$ cat config.mk
export PLATFORM = sky130hd
export DESIGN_NAME = qsm_port
export DESIGN_NICKNAME = d
export VERILOG_FILES = /design/src/qsm_pkg.sv /design/src/qsm_port.sv /design/src/qsm_sync.sv
export SDC_FILE = /design/constraint.sdc
export NUM_CORES = 1
export LEC_CHECK = 0
export BUFFER_PORTS_ARGS = -buffer_cell sky130_fd_sc_hd__buf_2
export CAP_MARGIN = 0
export CORE_MARGIN = 5
export CORE_UTILIZATION = 30
export CTS_CLUSTER_SIZE = 12
export DETAILED_ROUTE_END_ITERATION = 7
export PLACE_DENSITY_LB_ADDON = 0.2
export SKIP_LAST_GASP = 1
export SLEW_MARGIN = 10
export SYNTH_ARGS = -nofsm -noshare
export SYNTH_HDL_FRONTEND = slang
export SYNTH_HIERARCHICAL = 1
export SYNTH_SLANG_ARGS = --single-unit
$ cat constraint.sdc
create_clock -name clk_sys -period 2.7 [get_ports clk_sys]
set_clock_uncertainty 0.2 [all_clocks]
set_input_delay 0.27 -clock clk_sys [delete_from_list [all_inputs] [get_ports clk_sys]]
set_output_delay 0.27 -clock clk_sys [all_outputs]
set_load 0.03 [all_outputs]
$ cat src/qsm_pkg.sv
// Purpose: Shared constants and types for the quad serial memory port.
// Assumes: System clock of 125 MHz; APB register access, one word each.
// Notes:   Opcode values and register offsets are local choices.

`default_nettype none

package qsm_pkg;

    // =====================================================================
    // Clocking and link rate limits
    // =====================================================================
    localparam int unsigned CLK_KHZ      = 125000;
    localparam int unsigned SDR_FMAX_KHZ = 108000;
    localparam int unsigned DDR_FMAX_KHZ = 54000;
    // Shortest legal serial clock period in system cycles, rounded down so
    // that sampling jitter of one cycle never raises a false alarm
    localparam logic [3:0] SDR_MIN_CYC =
        4'(((CLK_KHZ / SDR_FMAX_KHZ) < 1) ? 1 : (CLK_KHZ / SDR_FMAX_KHZ));
    localparam logic [3:0] DDR_MIN_CYC =
        4'(((CLK_KHZ / DDR_FMAX_KHZ) < 1) ? 1 : (CLK_KHZ / DDR_FMAX_KHZ));
    localparam logic [3:0] PERIOD_MAX  = 4'hF;

    // =====================================================================
    // APB register map
    // =====================================================================
    localparam int unsigned ADDR_W    = 8;
    localparam logic [7:0]  ADDR_CFG1 = 8'h00;
    localparam logic [7:0]  ADDR_CFG2 = 8'h04;
    localparam logic [7:0]  ADDR_TX   = 8'h08;
    localparam logic [7:0]  ADDR_RX   = 8'h0C;
    localparam logic [7:0]  ADDR_STAT = 8'h10;
    localparam logic [7:0]  CFG_RST   = 8'h00;
    localparam logic [7:0]  BYTE_RST  = 8'h00;

    // Field positions
    localparam int unsigned CFG1_QUAD_EN = 1;
    localparam int unsigned CFG2_DUAL    = 4;
    localparam int unsigned CFG2_QUAD    = 6;
    localparam int unsigned STAT_BUSY    = 0;
    localparam int unsigned STAT_OVSPD   = 1;
    localparam int unsigned STAT_WP      = 2;
    localparam int unsigned STAT_QPINS   = 3;
    localparam int unsigned STAT_WIDTH   = 4;
    localparam int unsigned STAT_DDR     = 7;

    // =====================================================================
    // Lane widths, coded so that the value is the bit count per edge
    // =====================================================================
    typedef logic [2:0] qsm_width_t;
    localparam qsm_width_t W1 = 3'h1;
    localparam qsm_width_t W2 = 3'h2;
    localparam qsm_width_t W4 = 3'h4;
    localparam logic [3:0] BYTE_BITS = 4'h8;

    // Lane output enables, active low
    localparam logic [3:0] OEN_OFF = 4'hF;
    localparam logic [3:0] OEN_W1  = 4'hD;
    localparam logic [3:0] OEN_W2  = 4'hC;
    localparam logic [3:0] OEN_W4  = 4'h0;

    // =====================================================================
    // Opcodes
    // =====================================================================
    localparam logic [7:0] OP_READ      = 8'h03;
    localparam logic [7:0] OP_WRITE     = 8'h02;
    localparam logic [7:0] OP_DUAL_RD   = 8'h3B;
    localparam logic [7:0] OP_QUAD_RD   = 8'h6B;
    localparam logic [7:0] OP_QUAD_WR   = 8'h32;
    localparam logic [7:0] OP_DDR_RD    = 8'hED;
    localparam logic [7:0] OP_DDR_WR    = 8'hDE;

    // Decoded command
    typedef struct packed {
        logic       ok;
        logic       rd;
        logic       ddr;
        qsm_width_t width;
    } qsm_cmd_t;

    // Link pins as sampled
    typedef struct packed {
        logic       sclk;
        logic       csN;
        logic [3:0] lanes;
    } qsm_pins_t;

    typedef enum logic [4:0] {
        ST_IDLE = 5'h01,
        ST_OPC  = 5'h02,
        ST_RX   = 5'h04,
        ST_TX   = 5'h08,
        ST_SKIP = 5'h10
    } qsm_state_t;

endpackage

`default_nettype wire

$ cat src/qsm_port.sv
// Purpose: Device side of a quad serial memory port with APB registers.
// Assumes: Serial clock is oversampled by clk_sys; mode 0 framing.
// Notes:   Pins pass two flops, so usable link rates are far below the
//          documented maxima; the overspeed flag reports what it can see.
//
// Local design decisions: the APB register port and the address map.

`timescale 1ns/100ps
`default_nettype none

// What this block does
// - SDR transfers up to 108 MHz.
// - DDR only for special opcodes, up to 54 MHz.
// - Lane option chosen by opcode or configuration.
// - Single mode: lane 0 is input only.
// - Dual/quad: lane 0 bidirectional, lowest lane.
// - Single mode: lane 1 drives output data.
// - Dual/quad: lane 1 bidirectional.
// - Single/dual: lane 2 is write protect input.
// - Quad: lane 2 is data, no protect.
// - Single/dual: lane 3 is hardware reset.
// - Quad: lane 3 is data, no reset.
// - Quad enable bit frees lanes 2 and 3.
// - Mode bits persist until overwritten.
// - Opcode phase always single data rate.
module qsm_port (
    input  wire logic        clk_sys,
    input  wire logic        rst_n,
    input  wire logic        psel,
    input  wire logic        penable,
    input  wire logic        pwrite,
    input  wire logic [7:0]  paddr,
    input  wire logic [31:0] pwdata,
    output var  logic [31:0] prdata,
    output var  logic        pready,
    output var  logic        pslverr,
    input  wire logic        sclk,
    input  wire logic        csN,
    input  wire logic [3:0]  laneIn,
    output var  logic [3:0]  laneOut,
    output var  logic [3:0]  laneOeN
);

    // =====================================================================
    // Helper functions
    // =====================================================================
    // Shift one edge's worth of lane bits into a byte, lane 0 lowest
    function automatic logic [7:0] putChunk(input logic [7:0] b,
                                            input logic [3:0] l,
                                            input qsm_pkg::qsm_width_t w);
        case (w)
            qsm_pkg::W2: putChunk = {b[5:0], l[1:0]};
            qsm_pkg::W4: putChunk = {b[3:0], l[3:0]};
            default:     putChunk = {b[6:0], l[0]};
        endcase
    endfunction

    // Top bits of a byte placed on the lanes; single mode uses lane 1
    // single output lane
    function automatic logic [3:0] getChunk(input logic [7:0] b,
                                            input qsm_pkg::qsm_width_t w);
        case (w)
            qsm_pkg::W2: getChunk = {2'h0, b[7:6]};
            qsm_pkg::W4: getChunk = b[7:4];
            default:     getChunk = {2'h0, b[7], 1'b0};
        endcase
    endfunction

    // Opcode to data phase shape
    function automatic qsm_pkg::qsm_cmd_t decodeCmd(
        input logic [7:0] op, input qsm_pkg::qsm_width_t ifw,
        input logic qp);
        decodeCmd = '0;
        decodeCmd.width = ifw;
        if (ifw == qsm_pkg::W1)
        begin
            // Extended options take their width from the opcode
            case (op)
                qsm_pkg::OP_READ:  decodeCmd.ok = 1'b1;
                qsm_pkg::OP_WRITE: decodeCmd.ok = 1'b1;
                qsm_pkg::OP_DUAL_RD:
                begin
                    decodeCmd.ok    = 1'b1;
                    decodeCmd.width = qsm_pkg::W2;
                end
                qsm_pkg::OP_QUAD_RD, qsm_pkg::OP_QUAD_WR:
                begin
                    decodeCmd.ok    = qp;
                    decodeCmd.width = qsm_pkg::W4;
                end
                default: decodeCmd.ok = 1'b0;
            endcase
        end
        else
        begin
            case (op)
                qsm_pkg::OP_READ, qsm_pkg::OP_WRITE: decodeCmd.ok = 1'b1;
                qsm_pkg::OP_DDR_RD, qsm_pkg::OP_DDR_WR:
                begin
                    decodeCmd.ok  = (ifw == qsm_pkg::W4);
                    decodeCmd.ddr = 1'b1;
                end
                default: decodeCmd.ok = 1'b0;
            endcase
        end
        decodeCmd.rd = (op == qsm_pkg::OP_READ) ||
                       (op == qsm_pkg::OP_DUAL_RD) ||
                       (op == qsm_pkg::OP_QUAD_RD) ||
                       (op == qsm_pkg::OP_DDR_RD);
    endfunction

    // =====================================================================
    // Pin sampling
    // =====================================================================
    qsm_pkg::qsm_pins_t  pinsRaw;
    qsm_pkg::qsm_pins_t  pinsSync;
    qsm_pkg::qsm_state_t state_q;
    qsm_pkg::qsm_width_t width_q;
    qsm_pkg::qsm_width_t ifWidth;
    qsm_pkg::qsm_cmd_t   cmdNext;
    logic                sclkPrev_q;
    logic                sclkRise;
    logic                sclkFall;
    logic [7:0]          cfg1_q;
    logic [7:0]          cfg2_q;
    logic [7:0]          txByte_q;
    logic [7:0]          rxByte_q;
    logic [7:0]          shift_q;
    logic [7:0]          shiftNext;
    logic [3:0]          bitCnt_q;
    logic [3:0]          cntNext;
    logic [3:0]          period_q;
    logic                ddr_q;
    logic                overspeed_q;
    logic                quadPins;
    logic                hwReset;
    logic                wpActive;
    logic                inEdge;
    logic                outEdge;
    logic                byteDone;
    logic                apbWrite;
    logic                err_q;
    logic [31:0]         rdData;

    assign pinsRaw = {sclk, csN, laneIn};

    qsm_sync #(
        .W ($bits(qsm_pkg::qsm_pins_t))
    ) uSync (
        .clk_sys (clk_sys),
        .rst_n   (rst_n),
        .d       (pinsRaw),
        .q       (pinsSync)
    );

    // Serial clock edges seen in the system domain
    always_ff @(posedge clk_sys or negedge rst_n)
    begin
        if (!rst_n)
            sclkPrev_q <= 1'b0;
        else
            sclkPrev_q <= pinsSync.sclk;
    end

    assign sclkRise = pinsSync.sclk & ~sclkPrev_q;
    assign sclkFall = ~pinsSync.sclk & sclkPrev_q;

    // =====================================================================
    // Pin function selection
    // =====================================================================
    // quad enable frees lanes
    assign quadPins = cfg1_q[qsm_pkg::CFG1_QUAD_EN] |
                      cfg2_q[qsm_pkg::CFG2_QUAD];
    assign ifWidth  = cfg2_q[qsm_pkg::CFG2_QUAD] ? qsm_pkg::W4 :
                      cfg2_q[qsm_pkg::CFG2_DUAL] ? qsm_pkg::W2 : qsm_pkg::W1;
    assign hwReset  = ~quadPins & ~pinsSync.lanes[3];
    assign wpActive = ~quadPins & ~pinsSync.lanes[2];

    // Sampling edge, and for DDR both edges after the opcode
    // opcode sampled on rise only
    assign inEdge    = sclkRise | (ddr_q & sclkFall);
    assign outEdge   = sclkFall | (ddr_q & sclkRise);
    assign shiftNext = putChunk(shift_q, pinsSync.lanes, width_q);
    assign cntNext   = bitCnt_q + {1'b0, width_q};
    assign byteDone  = (cntNext == qsm_pkg::BYTE_BITS);
    assign cmdNext   = decodeCmd(shiftNext, width_q, quadPins);

    // =====================================================================
    // Frame sequencer
    // =====================================================================
    // Chip select high or the reset pin ends any frame at once
    always_ff @(posedge clk_sys or negedge rst_n)
    begin
        if (!rst_n)
        begin
            state_q  <= qsm_pkg::ST_IDLE;
            width_q  <= qsm_pkg::W1;
            ddr_q    <= 1'b0;
            bitCnt_q <= 4'h0;
            shift_q  <= qsm_pkg::BYTE_RST;
        end
        else if (hwReset || pinsSync.csN)
        begin
            state_q <= qsm_pkg::ST_IDLE;
            ddr_q   <= 1'b0;
        end
        else
        begin
            case (state_q)
                qsm_pkg::ST_IDLE:
                begin
                    state_q  <= qsm_pkg::ST_OPC;
                    width_q  <= ifWidth;
                    ddr_q    <= 1'b0;
                    bitCnt_q <= 4'h0;
                    shift_q  <= qsm_pkg::BYTE_RST;
                end
                qsm_pkg::ST_OPC:
                begin
                    if (sclkRise && byteDone)
                    begin
                        bitCnt_q <= 4'h0;
                        width_q  <= cmdNext.width;
                        ddr_q    <= cmdNext.ddr;
                        shift_q  <= txByte_q;
                        if (!cmdNext.ok)
                            state_q <= qsm_pkg::ST_SKIP;
                        else if (cmdNext.rd)
                            state_q <= qsm_pkg::ST_TX;
                        else
                            state_q <= qsm_pkg::ST_RX;
                    end
                    else if (sclkRise)
                    begin
                        bitCnt_q <= cntNext;
                        shift_q  <= shiftNext;
                    end
                end
                qsm_pkg::ST_RX:
                begin
                    if (inEdge)
                    begin
                        bitCnt_q <= byteDone ? 4'h0 : cntNext;
                        shift_q  <= shiftNext;
                    end
                end
                qsm_pkg::ST_TX:
                begin
                    // Each byte is reloaded from the transmit register
                    if (outEdge)
                    begin
                        bitCnt_q <= byteDone ? 4'h0 : cntNext;
                        shift_q  <= byteDone ? txByte_q : (shift_q << width_q);
                    end
                end
                qsm_pkg::ST_SKIP:
                    state_q <= qsm_pkg::ST_SKIP;
                default:
                    state_q <= qsm_pkg::ST_IDLE;
            endcase
        end
    end

    // Received bytes land here unless write protect is held low
    always_ff @(posedge clk_sys or negedge rst_n)
    begin
        if (!rst_n)
            rxByte_q <= qsm_pkg::BYTE_RST;
        else if (state_q == qsm_pkg::ST_RX && inEdge && byteDone &&
                 !wpActive && !pinsSync.csN && !hwReset)
            rxByte_q <= shiftNext;
    end

    // SDR output lanes change on the falling edge so the host samples on rise; DDR uses both edges
    always_ff @(posedge clk_sys or negedge rst_n)
    begin
        if (!rst_n)
            laneOut <= 4'h0;
        else if (state_q == qsm_pkg::ST_TX && outEdge)
            laneOut <= getChunk(shift_q, width_q);
        else if (state_q != qsm_pkg::ST_TX)
            laneOut <= 4'h0;
    end

    // Lane drivers follow the registered state only
    always_comb
    begin
        laneOeN = qsm_pkg::OEN_OFF;
        if (state_q == qsm_pkg::ST_TX)
        begin
            case (width_q)
                qsm_pkg::W1: laneOeN = qsm_pkg::OEN_W1;
                qsm_pkg::W2: laneOeN = qsm_pkg::OEN_W2;
                qsm_pkg::W4: laneOeN = qsm_pkg::OEN_W4;
                default:     laneOeN = qsm_pkg::OEN_OFF;
            endcase
        end
    end

    always_ff @(posedge clk_sys or negedge rst_n)
    begin
        if (!rst_n)
            period_q <= qsm_pkg::PERIOD_MAX;
        else if (state_q == qsm_pkg::ST_IDLE)
            period_q <= qsm_pkg::PERIOD_MAX;
        else if (sclkRise)
            period_q <= 4'h1;
        else if (period_q != qsm_pkg::PERIOD_MAX)
            period_q <= period_q + 4'h1;
    end

    // =====================================================================
    // APB slave, zero wait states
    // =====================================================================
    assign apbWrite = psel & penable & pwrite;
    assign pready   = 1'b1;
    assign pslverr  = psel & penable & err_q;

    // Sticky overspeed flag; a new event wins over a software clear
    always_ff @(posedge clk_sys or negedge rst_n)
    begin
        if (!rst_n)
            overspeed_q <= 1'b0;
        else if (sclkRise && state_q != qsm_pkg::ST_IDLE &&
                 period_q < (ddr_q ? qsm_pkg::DDR_MIN_CYC
                                   : qsm_pkg::SDR_MIN_CYC))
            overspeed_q <= 1'b1;
        else if (apbWrite && paddr == qsm_pkg::ADDR_STAT &&
                 pwdata[qsm_pkg::STAT_OVSPD])
            overspeed_q <= 1'b0;
    end

    always_ff @(posedge clk_sys or negedge rst_n)
    begin
        if (!rst_n)
        begin
            cfg1_q   <= qsm_pkg::CFG_RST;
            cfg2_q   <= qsm_pkg::CFG_RST;
            txByte_q <= qsm_pkg::BYTE_RST;
        end
        else if (apbWrite)
        begin
            case (paddr)
                qsm_pkg::ADDR_CFG1: cfg1_q   <= pwdata[7:0];
                qsm_pkg::ADDR_CFG2: cfg2_q   <= pwdata[7:0];
                qsm_pkg::ADDR_TX:   txByte_q <= pwdata[7:0];
                default:            cfg1_q   <= cfg1_q;
            endcase
        end
    end

    // Read mux; unused bits read as zero
    always_comb
    begin
        rdData = 32'h0000_0000;
        case (paddr)
            qsm_pkg::ADDR_CFG1: rdData[7:0] = cfg1_q;
            qsm_pkg::ADDR_CFG2: rdData[7:0] = cfg2_q;
            qsm_pkg::ADDR_TX:   rdData[7:0] = txByte_q;
            qsm_pkg::ADDR_RX:   rdData[7:0] = rxByte_q;
            qsm_pkg::ADDR_STAT:
            begin
                rdData[qsm_pkg::STAT_BUSY]  = (state_q != qsm_pkg::ST_IDLE);
                rdData[qsm_pkg::STAT_OVSPD] = overspeed_q;
                rdData[qsm_pkg::STAT_WP]    = wpActive;
                rdData[qsm_pkg::STAT_QPINS] = quadPins;
                rdData[qsm_pkg::STAT_WIDTH +: 3] = width_q;
                rdData[qsm_pkg::STAT_DDR]   = ddr_q;
            end
            default: rdData = 32'h0000_0000;
        endcase
    end

    // Read data and error are captured in the setup cycle
    always_ff @(posedge clk_sys or negedge rst_n)
    begin
        if (!rst_n)
        begin
            prdata <= 32'h0000_0000;
            err_q  <= 1'b0;
        end
        else if (psel && !penable)
        begin
            prdata <= rdData;
            err_q  <= !(paddr == qsm_pkg::ADDR_CFG1 ||
                        paddr == qsm_pkg::ADDR_CFG2 ||
                        paddr == qsm_pkg::ADDR_TX   ||
                        paddr == qsm_pkg::ADDR_RX   ||
                        paddr == qsm_pkg::ADDR_STAT);
        end
    end
endmodule // qsm_port

`default_nettype wire

$ cat src/qsm_sync.sv
// Purpose: Two-stage synchroniser for the link pins.
// Assumes: Inputs are asynchronous to clk_sys.
// Notes:   Only the second stage is visible outside.

`timescale 1ns/100ps
`default_nettype none

module qsm_sync #(
    parameter int unsigned W = 6
) (
    input  wire logic         clk_sys,
    input  wire logic         rst_n,
    input  wire logic [W-1:0] d,
    output var  logic [W-1:0] q
);

    logic [W-1:0] meta_q;

    // First stage feeds the second and nothing else
    always_ff @(posedge clk_sys or negedge rst_n)
    begin
        if (!rst_n)
        begin
            meta_q <= '0;
            q      <= '0;
        end
        else
        begin
            meta_q <= d;
            q      <= meta_q;
        end
    end

endmodule // qsm_sync

`default_nettype wire

==> results.txt <==
final setup fails: 0
Netlist cell types: 63
Synth Flop Type: dfrtp_1
Final Non-Filler Cells: 807
status: finished, final reports clean
dpl cells: 773
htree depth: 3
Ant. Diodes: 0
clock buffer depth: 2
sequential area share after synthesis: 42.80%
vias in the first global route: 4118
fin. max-slew vios: 0
IO Count: 93
Pwr Total: 3303 uW
critical path data arrival time: 2720 ps
register clock-pin slew on the reported worst setup and hold paths: 60 ps
clk sinks: 84
die width: 138.2 um
number of port buffers: 43
fin util: 39.33%
Clock Latency Late Sink: 340 ps
Syn Std Cell Area: 0.004928 mm^2
Rows: 46
Via density: 5.048
DRT Pass-1 Iters: 4
full die area: 0.01909 mm^2
initial antenna violation count: 0
Ys Warns: 6
Mapped Avg Cell Area: 10.08 um^2
Fillers: 1600
Slew headroom: 60.11%
Total Negative Setup Slacks: 0 ps
Pleak: 0.002762 uW
worst slew pin tran: 598.3 ps
hold crit path type: in -> reg
Power Density: 525.0 mW/mm^2
Critical Path Source Type: flop
Root Driver: clkbuf_16
GRT Util Overall: 14.23%
crit path time final: 2696 ps
Critical Path End Type: flop
worst hold margin: 34.13 ps
Cells after Synth: 489
Initial Util: 30.80%
VDD IR-drop max: 0.0003851 V
largest net degree at the start of global routing: 45
Antenna Violating Nets Remaining: 0
FFs w/ async S/R, synth: 100.0%
Syn-to-layout area delta: 27.67%
RSZ-0062 raised after global routing: true
grt total ovfl: 0
global-route wire length before repair: 22.24 mm
NumNets Final: 643
die height: 138.2 um
initial drt markers: 272
Post-synth EDFFs: 0
MaxCap Viol Count: 0
period utilisation layout: 99.85%
HPWL after DPL: 10.15 mm
Remaining DRCs: 0
critical path type: reg -> reg
data required time at the worst endpoint: 2720 ps
WL per Instance: 17.08 um
GP Congestion: 0.8468
critical path peak fanout: 3
f_max: 0.3709 GHz
#FFs+latches synth: 84
cts bufs inserted: 9
CTS tree: built
ratio of cells with drive above 1 in the final layout: 34.01%
Fin. Hold Viols: 0
DRT Wirelength: 13.78 mm
routed via count: 4074
core area: 0.01600 mm^2
## layout by cell type, fill, tap and decap left out, types with 21 or more instances in the layout
cell type	count
dfrtp_1	76
mux2_2	23
nor2_1	34
buf_4	57
conb_1	25
mux2i_1	21
nand2_1	40
a21oi_1	21
buf_2	42
o21ai_0	33
## through the flow
stage | setup slack (ps) | cell area [um^2]
3_3_place_gp | -195.5 | 5605
5_1_grt | -85.16 | 6292
3_5_place_dp | -180.0 | 5605
4_1_cts | -48.17 | 6130
2_1_floorplan | -48.98 | 5015
6_report | 4.027 | 6292
## Yosys cell counts, drive strengths merged (6+ instances only)
cell | count | area (um^2)
nand2 | 41 | 153.9
nand2b | 10 | 62.56
a21o | 7 | 52.55
dfrtp | 78 | 1952
nor3b | 6 | 50.05
dfstp | 6 | 157.7
a21oi | 24 | 120.1
nor4 | 8 | 71.32
clkbuf | 10 | 37.54
mux2i | 22 | 220.2
nand3 | 14 | 70.07
o21ai | 41 | 205.2
mux2 | 31 | 379.1
nor2 | 34 | 127.6
buf | 44 | 305.3
a221oi | 15 | 131.4
nor3 | 6 | 41.29
## layer usage
metal / GRT usage [%] / up-vias / part of all wire (%)
li1: - / 1949 / -
met1: 19.34 / 2024 / 46
met2: 23.33 / 86 / 49
met3: 2.276 / 15 / 3.8
met4: 4.472 / 0 / 1.3
met5: 0 / - / 0
## sequential cells by signal, indices dropped and copies added, names as in the netlist, 6 cells and up
name          count
cfg1_q            8
cfg2_q            8
prdata            8
rxByte_q          8
shift_q           8
txByte_q          8
uSync/meta_q      6
uSync/q           6
## timing repair
action                                 in CTS  in global routing
setup endpoints to repair                  22                 22
gates resized for setup                    16                 31
endpoints found under the hold margin      64                  0
buffers inserted                            2                  3
gates cloned                                0                  0
hold buffers                               14                  0
pin swaps                                   8                 13
## report_power, final
group | leakage (uW) | internal [uW] | switching (uW)
combinational | 0.00150 | 293 | 382
sequential | 0.00111 | 1310 | 38.1
clock | 0.000151 | 752 | 533
total | 0.00276 | 2350 | 952
## final timing paths
path                                            from  cells past startpoint  slack [ps]                       to
min in group asynchronous                      rst_n                      2         280        ddr_q$_DFFE_PN0P_
hold reg to reg            uSync/meta_q[5]$_DFF_PN0_                      0         150     uSync/q[5]$_DFF_PN0_
setup reg to reg              width_q[0]$_DFFE_PN1P_                      8           4   width_q[2]$_DFFE_PN0P_
max in group asynchronous                      rst_n                      3        1380  overspeed_q$_DFFE_PN0P_
setup / recovery              width_q[0]$_DFFE_PN1P_                      8           4   width_q[2]$_DFFE_PN0P_
hold / removal                             pwdata[1]                      2          30    cfg2_q[1]$_DFFE_PN0P_
## cell type report
| type | count | area, um^2 | share of cell area, % |
|---|---|---|---|
| Clock buffer | 10 | 239.0 | 3.798 |
| Tap cell | 216 | 270.3 | 4.295 |
| Sequential cell | 84 | 2112 | 33.57 |
| Inverter | 5 | 18.77 | 0.2983 |
| Multi-Input combinational cell | 369 | 2740 | 43.55 |
| Clock inverter | 6 | 71.32 | 1.133 |
| Timing Repair Buffer | 117 | 840.8 | 13.36 |
## cells by family (layout without fill, tap and decap cells)
logic type | Yosys count | count (layout) | synth area share [%]
and+or+nand+nor | 153 | 153 | 16.78
AOI/OAI and AO/OA | 124 | 124 | 17.11
DFF | 84 | 84 | 42.80
buffers and inverters | 59 | 138 | 7.337
muxes | 55 | 55 | 13.07
adders and majority gates | 6 | 6 | 1.676
xor gates and xnor gates | 6 | 6 | 1.066
other | 2 | 25 | 0.1524
## critical path, stage by stage (launching register included)
cell and delay [ps]:
dfstp_2 560, ha_4 150, fa_2 480, nor4_4 280, buf_4 160, nand4_1 90, a21o_1 200, a311o_1 320
o2bb2ai_1 140
(Power assumes the default switching activity.)
